### config.mk
export PLATFORM = sky130hd
export DESIGN_NAME = rcvd_top
export DESIGN_NICKNAME = d
export VERILOG_FILES = /design/src/hw/rcvd_sync2.v /design/src/hw/rcvd_match.v /design/src/hw/rcvd_top.v
export VERILOG_INCLUDE_DIRS = /design/src /design/src/common
export SDC_FILE = /design/constraint.sdc
export NUM_CORES = 1
export LEC_CHECK = 0
export BUFFER_PORTS_ARGS = -buffer_cell sky130_fd_sc_hd__buf_2
export CORE_UTILIZATION = 40
export CTS_BUF_LIST = sky130_fd_sc_hd__clkbuf_8
export CTS_CLUSTER_SIZE = 12
export DETAILED_ROUTE_END_ITERATION = 16
export HOLD_SLACK_MARGIN = 0.15
export PLACE_DENSITY = 0.84
export SYNTH_ARGS = -nofsm -noshare
export SYNTH_HDL_FRONTEND = slang
export SYNTH_SLANG_ARGS = --single-unit
### constraint.sdc
create_clock -name clk -period 2.86 [get_ports clk]
set_input_delay 0 -clock clk [delete_from_list [all_inputs] [get_ports clk]]
set_output_delay 0 -clock clk [all_outputs]
set_load 0.01 [all_outputs]
### src/common/rcvd_map.vh
// Register map and field positions of the regulator control block
`ifndef RCVD_MAP_VH
`define RCVD_MAP_VH
`define RCVD_REG_CTRL_IDX 8'hC9
`define RCVD_REG_CTRL_ADDR 12'h324
`define RCVD_REG_CFG_ADDR 12'h000
`define RCVD_BIT_REG_OFF 7
`define RCVD_BIT_PRESENCE 6
`define RCVD_BIT_POLARITY 5
`define RCVD_BIT_LOW_POWER 4
`define RCVD_CTRL_RESET 8'h00
`define RCVD_CTRL_WMASK 8'hB0
`define RCVD_CFG_RESET 8'h00
`define RCVD_BIT_IRQ_EN 0
`define RCVD_BIT_RST_EN 1
`define RCVD_CFG_WMASK 8'h03
`endif

### src/hw/rcvd_sync2.v
// Two-stage synchroniser for one level from outside the clock domain
`timescale 1ns/1ns
module rcvd_sync2 (
  input wire clk,
  input wire rst,
  input wire din,
  output wire dout
);
  reg meta_q;
  reg sync_q;
  always @(posedge clk or posedge rst) begin
    if (rst) begin
      meta_q <= 1'b0;
      sync_q <= 1'b0;
    end else begin
      meta_q <= din;
      sync_q <= meta_q;
    end
  end
  assign dout = sync_q;
endmodule // rcvd_sync2

### src/hw/rcvd_match.v
// Polarity match of the supply level against the selected event level
`timescale 1ns/1ns
module rcvd_match (
  input wire level,
  input wire polarity,
  output wire match
);
  // Polarity 1 matches high, 0 matches low
  assign match = ~(level ^ polarity);
endmodule // rcvd_match

### src/hw/rcvd_top.v
// Regulator control and supply presence register block on APB
//
// Our own choice: the APB interface to the registers.
`timescale 1ns/1ns
`include "rcvd_map.vh"
module rcvd_top (
  input wire clk,
  input wire rst,
  input wire psel,
  input wire penable,
  input wire pwrite,
  input wire [11:0] paddr,
  input wire [31:0] pwdata,
  input wire [3:0] pstrb,
  output reg [31:0] prdata,
  output reg pready,
  output reg pslverr,
  input wire supply_present,
  output reg regulator_off,
  output reg low_power_select,
  output reg supply_irq,
  output reg supply_reset_req
);
  ////////////////////////////////////////////////////////////////////////
  // Reset words split into fields below
  localparam [7:0] CTRL_RST = `RCVD_CTRL_RESET;
  localparam [7:0] CFG_RST = `RCVD_CFG_RESET;

  // Bus phase decode
  wire setup;
  wire access;
  wire hit_ctrl;
  wire hit_cfg;
  wire hit_any;
  wire wr_ok;
  wire wr_ctrl;
  wire wr_cfg;
  wire rd_setup;

  // Supply level path
  wire level_s;
  wire match;

  // Read views of the two words
  wire [7:0] ctrl_view;
  wire [7:0] cfg_view;

  // Control word fields
  reg reg_off_q;
  reg reg_off_d;
  reg polarity_q;
  reg polarity_d;
  reg low_power_q;
  reg low_power_d;

  // Configuration word fields
  reg irq_en_q;
  reg irq_en_d;
  reg rst_en_q;
  reg rst_en_d;

  // Next values of the bus response flops
  reg [31:0] prdata_d;
  reg pready_d;
  reg pslverr_d;

  // Next values of the output flops
  reg regulator_off_d;
  reg low_power_select_d;
  reg supply_irq_d;
  reg supply_reset_req_d;

  assign setup = psel & ~penable;
  // Commit only where the master samples pready high
  assign access = psel & penable & pready;
  assign hit_ctrl = (paddr == `RCVD_REG_CTRL_ADDR);
  assign hit_cfg = (paddr == `RCVD_REG_CFG_ADDR);
  assign hit_any = hit_ctrl | hit_cfg;
  // Lane 0 holds the whole byte; upper lanes alone write nothing
  assign wr_ok = access & pwrite & pstrb[0];
  assign wr_ctrl = wr_ok & hit_ctrl;
  assign wr_cfg = wr_ok & hit_cfg;
  assign rd_setup = setup & ~pwrite;

  rcvd_sync2 u_sync (
    .clk(clk),
    .rst(rst),
    .din(supply_present),
    .dout(level_s)
  );

  rcvd_match u_match (
    .level(level_s),
    .polarity(polarity_q),
    .match(match)
  );

  ////////////////////////////////////////////////////////////////////////
  // Read views: status bit is live, reserved bits read as zero
  assign ctrl_view = {reg_off_q, level_s,
    polarity_q, low_power_q, 4'h0};
  assign cfg_view = {6'h00, rst_en_q, irq_en_q};

  ////////////////////////////////////////////////////////////////////////
  // Regulator off field
  always @* begin
    if (wr_ctrl) begin
      reg_off_d = pwdata[`RCVD_BIT_REG_OFF];
    end else begin
      reg_off_d = reg_off_q;
    end
  end

  always @(posedge clk or posedge rst) begin
    if (rst) begin
      reg_off_q <= CTRL_RST[`RCVD_BIT_REG_OFF];
    end else begin
      reg_off_q <= reg_off_d;
    end
  end

  ////////////////////////////////////////////////////////////////////////
  // Event polarity field, high or low supply level
  always @* begin
    if (wr_ctrl) begin
      polarity_d = pwdata[`RCVD_BIT_POLARITY];
    end else begin
      polarity_d = polarity_q;
    end
  end

  always @(posedge clk or posedge rst) begin
    if (rst) begin
      polarity_q <= CTRL_RST[`RCVD_BIT_POLARITY];
    end else begin
      polarity_q <= polarity_d;
    end
  end

  ////////////////////////////////////////////////////////////////////////
  // Low-power suspend field
  always @* begin
    if (wr_ctrl) begin
      low_power_d = pwdata[`RCVD_BIT_LOW_POWER];
    end else begin
      low_power_d = low_power_q;
    end
  end

  always @(posedge clk or posedge rst) begin
    if (rst) begin
      low_power_q <= CTRL_RST[`RCVD_BIT_LOW_POWER];
    end else begin
      low_power_q <= low_power_d;
    end
  end

  ////////////////////////////////////////////////////////////////////////
  // Interrupt enable in the separate configuration word
  // Kept out of the control word, whose free bits are reserved
  always @* begin
    if (wr_cfg) begin
      irq_en_d = pwdata[`RCVD_BIT_IRQ_EN];
    end else begin
      irq_en_d = irq_en_q;
    end
  end

  always @(posedge clk or posedge rst) begin
    if (rst) begin
      irq_en_q <= CFG_RST[`RCVD_BIT_IRQ_EN];
    end else begin
      irq_en_q <= irq_en_d;
    end
  end

  ////////////////////////////////////////////////////////////////////////
  // Reset-source enable
  always @* begin
    if (wr_cfg) begin
      rst_en_d = pwdata[`RCVD_BIT_RST_EN];
    end else begin
      rst_en_d = rst_en_q;
    end
  end

  always @(posedge clk or posedge rst) begin
    if (rst) begin
      rst_en_q <= CFG_RST[`RCVD_BIT_RST_EN];
    end else begin
      rst_en_q <= rst_en_d;
    end
  end

  ////////////////////////////////////////////////////////////////////////
  // Zero-wait slave: pready follows every setup by one cycle
  always @* begin
    pready_d = setup;
  end

  // Unmapped addresses answer with an error, writes there are dropped
  always @* begin
    pslverr_d = setup & ~hit_any;
  end

  // Read data captured at setup, held until the next read
  always @* begin
    prdata_d = prdata;
    if (rd_setup) begin
      if (hit_ctrl) begin
        prdata_d = {24'h000000, ctrl_view};
      end else if (hit_cfg) begin
        prdata_d = {24'h000000, cfg_view};
      end else begin
        prdata_d = 32'h0000_0000;
      end
    end
  end

  ////////////////////////////////////////////////////////////////////////
  // Response flops, cleared by reset
  always @(posedge clk or posedge rst) begin
    if (rst) begin
      pready <= 1'h0;
    end else begin
      pready <= pready_d;
    end
  end

  always @(posedge clk or posedge rst) begin
    if (rst) begin
      pslverr <= 1'h0;
    end else begin
      pslverr <= pslverr_d;
    end
  end

  always @(posedge clk or posedge rst) begin
    if (rst) begin
      prdata <= 32'h0000_0000;
    end else begin
      prdata <= prdata_d;
    end
  end

  ////////////////////////////////////////////////////////////////////////
  // No pending flag: requests follow the match every cycle
  always @* begin
    regulator_off_d = reg_off_q;
  end

  always @* begin
    low_power_select_d = low_power_q;
  end

  always @* begin
    supply_irq_d = irq_en_q & match;
  end

  always @* begin
    supply_reset_req_d = rst_en_q & match;
  end

  ////////////////////////////////////////////////////////////////////////
  // Every output leaves straight from a flop
  always @(posedge clk or posedge rst) begin
    if (rst) begin
      regulator_off <= 1'h0;
    end else begin
      regulator_off <= regulator_off_d;
    end
  end

  always @(posedge clk or posedge rst) begin
    if (rst) begin
      low_power_select <= 1'h0;
    end else begin
      low_power_select <= low_power_select_d;
    end
  end

  always @(posedge clk or posedge rst) begin
    if (rst) begin
      supply_irq <= 1'h0;
    end else begin
      supply_irq <= supply_irq_d;
    end
  end

  always @(posedge clk or posedge rst) begin
    if (rst) begin
      supply_reset_req <= 1'h0;
    end else begin
      supply_reset_req <= supply_reset_req_d;
    end
  end
endmodule // rcvd_top

==> results.json <==
{
  "n_antenna_cell": 0,
  "hp-class": "input port to flop",
  "dr.pass1.iters": 4,
  "pin_count": 92,
  "ys_warn_count": 0,
  "core_area_sq_um": 2250,
  "clockBufferDepth": 2,
  "ys_top_cells_by_area": "dfrtp_1, buf_4, mux2_1",
  "cp_common_cell": "dlygate4sd3_1",
  "die-area_sq_um": 2630,
  "postSynth.asyncResetShare_pct": 100,
  "floorplan.initialDensity_pct": 43.1,
  "critPathKind": "input port to flop",
  "wl_met1_um": 673,
  "clkTransAtPathRegs_ns": 0.06,
  "yosysTopAreaCell": "dfrtp_1",
  "synthXorXnorAreaFrac_pct": 0.901,
  "ys_seq_area_share_pct": 48.9,
  "path_delay_family": "buffers and inverters",
  "chipHeight_um": 51.3,
  "p_total_uw": 510,
  "grt_pass1_wl_mm": 2.51,
  "dr.max_layer_used": "met4",
  "synth_compound_area_share_pct": 5.92,
  "cts_tree": "done",
  "reg2reg_from": "pready$_DFF_PP0_",
  "post-route-period-util_pct": 60.1,
  "synth.top_cell.area_share_pct": 48.9,
  "track_usage_pct": 13.4,
  "path_cells": "dlygate4sd3_1 > buf_2 > or4_4 > dlygate4sd3_1 > a21oi_1 > nor2_1",
  "worst-path-max-fanout": 3,
  "rsz0062_at_grt": "false",
  "r2r_end": "reg_off_q$_DFFE_PP0P_",
  "synth_area_sq_um": 972,
  "finalHoldViolations": 0,
  "wl_met3_um": 138,
  "fmax_ghz": 0.582,
  "synthAdderAreaFrac_pct": 0,
  "grt_pass1_vias": 571,
  "cts_buffers": 3,
  "crit_slowest_cell": "dlygate4sd3_1",
  "synthTopCellsByCount": "buf_4, dfrtp_1, a31o_2, nor2b_1, mux2_1",
  "r2r_cells": 4,
  "maxSlewViolCount": 0,
  "status": "finished clean",
  "max_slew_margin_pct": 51.5,
  "nFillCells": 203,
  "root_buffer": "clkbuf_8",
  "hold_path_end": "pslverr$_DFF_PP0_",
  "synth_cells": 84,
  "drt-wirelength-per-cell_um": 10.0,
  "setup_ws_ns": 1.14,
  "hold_ws_ns": 0.155,
  "peakVddDrop_mv": 0.243,
  "required_ns": 3.00,
  "critPathArrivalTime_ns": 1.86,
  "place_worst_setup_slack_ns": 1.43,
  "p_leak_nw": 0.699,
  "postRouteAntennaNets": 0,
  "via_per_inst": 4.24,
  "powerDensity_nw_per_um2": 414,
  "place_congestion": 0.694,
  "yosys-mux-area-fraction_pct": 5.79,
  "fin_nets": 187,
  "grt_max_degree": 20,
  "clock-sinks": 19,
  "drtIter0Drc": 12,
  "reg2reg_slack_ns": 1.42,
  "synth_cell_types": 21,
  "synth_top_family_by_area": "buffers and inverters",
  "setup_tns_ns": 0,
  "antenna_found_initial": 0,
  "drv_cap": 0,
  "synth-simple-area-share_pct": 16.7,
  "fin_crit_ns": 1.72,
  "cp_num_buf_inv": 3,
  "htreeDepth": 1,
  "grt.overflow.total": 0,
  "met2_length_um": 774,
  "syn_area_per_cell_sq_um": 11.6,
  "route.detailed.drc": 0,
  "clk_latency_ns": 0.25,
  "clock_skew_ns": 0.00269,
  "min_from": "paddr[11]",
  "critPathMaxStageDelay_ns": 0.59,
  "wl_mm": 1.61,
  "dr_total_vias": 679,
  "tightest_slew_ns": 0.726,
  "final_util_pct": 54.7,
  "holdPathStages": 5,
  "drive_gt1_share_pct": 39.4,
  "rows": 17,
  "ys_ff_latch": 19,
  "port_buffers": 35,
  "setup_viol_count_final": 0,
  "synthFlopType": "dfrtp_1",
  "dieWidth_um": 51.3,
  "startpoint_type": "input port",
  "critPathCaptureType": "flop",
  "synth_edf_count": 0,
  "synth.most_common_cell": "buf_4",
  "synthToLayoutAreaGrowth_pct": 26.8
}
-- layout by cell type (no fill, tap or decap) --
| master | n |
|---|---|
| a21oi_1 | 1 |
| a31o_2 | 6 |
| and2_1 | 2 |
| and3_1 | 1 |
| buf_2 | 35 |
| clkbuf_8 | 3 |
| clkinv_2 | 1 |
| conb_1 | 26 |
| dfrtp_1 | 19 |
| dlygate4sd3_1 | 11 |
| inv_1 | 2 |
| mux2_1 | 5 |
| nand2_2 | 1 |
| nand2b_1 | 1 |
| nand3_2 | 1 |
| nand4_1 | 1 |
| nor2_1 | 4 |
| nor2b_1 | 6 |
| nor3_2 | 1 |
| nor3_4 | 1 |
| nor4_2 | 2 |
| or4_4 | 1 |
| xnor2_1 | 1 |
-- metal layers --
metal / GRT usage, % / vias up
li1: - / 322
met1: 16.5 / 310
met2: 21.1 / 45
met3: 2.98 / 2
met4: 8.11 / 0
met5: 0 / -
-- report_power, final --
group / switching, mW / total [mW] / leakage [nW] / internal (mW)
clock: 0.0824 / 0.179 / 0.0255 / 0.0966
combinational: 0.0342 / 0.0586 / 0.415 / 0.0244
sequential: 0.00130 / 0.273 / 0.259 / 0.272
-- worst max-delay path by stage --
stage	cells past startpoint	slack, ns	startpoint	to
4_1_cts	6	1.16	paddr[2]	pslverr$_DFF_PP0_
6_report	6	1.14	paddr[2]	pslverr$_DFF_PP0_
3_3_place_gp	4	1.45	pready$_DFF_PP0_	polarity_q$_DFFE_PP0P_
2_1_floorplan	4	1.49	pready$_DFF_PP0_	low_power_q$_DFFE_PP0P_
3_5_place_dp	4	1.43	pready$_DFF_PP0_	reg_off_q$_DFFE_PP0P_
5_1_grt	6	1.08	paddr[2]	pslverr$_DFF_PP0_
-- tightest hold or removal path, stage by stage --
cell     delay (ns)
buf_2          0.08
nor4_2         0.04
nand2_2        0.12
a21oi_1        0.06
nor2_1         0.07
-- layout make-up --
type | instances | area, sq um | area share (%)
tap | 28 | 35.0 | 2.84
clock buffer | 3 | 41.3 | 3.35
timing repair buffer | 46 | 285 | 23.1
clock inverter | 1 | 5.00 | 0.406
inverter | 2 | 7.51 | 0.609
multi-input combinational | 61 | 383 | 31.1
sequential | 19 | 475 | 38.6
-- cell families after synthesis --
kind of cell,count (synthesis)
flip-flops,19
multiplexers,5
XOR/XNOR,1
AND/OR/NAND/NOR,22
buffers and inverters,29
other,1
AO/OA/AOI/OAI,7
-- per-stage QoR --
stage,instances,cell area (sq um)
after floorplan,109,1070
after global placement,145,1080
after detailed placement,145,1080
after CTS,160,1230
after global routing,160,1230
final,160,1230
-- registers in the layout, summed over array words and instances, names as in the netlist --
name and count:
supply_reset_req 1, u_sync.meta_q 1, polarity_q 1, low_power_select 1, u_sync.dout 1, low_power_q 1
regulator_off 1, irq_en_q 1, pready 1, pslverr 1, supply_irq 1, reg_off_q 1
prdata 6, rst_en_q 1
-- timing repair --
action | CTS | global route
hold buffers | 11 | 0
buffers inserted | 0 | 0
hold endpoints to repair | 27 | 0
resized for setup | 0 | 0
Note: power is estimated with default switching activity, not from simulation.
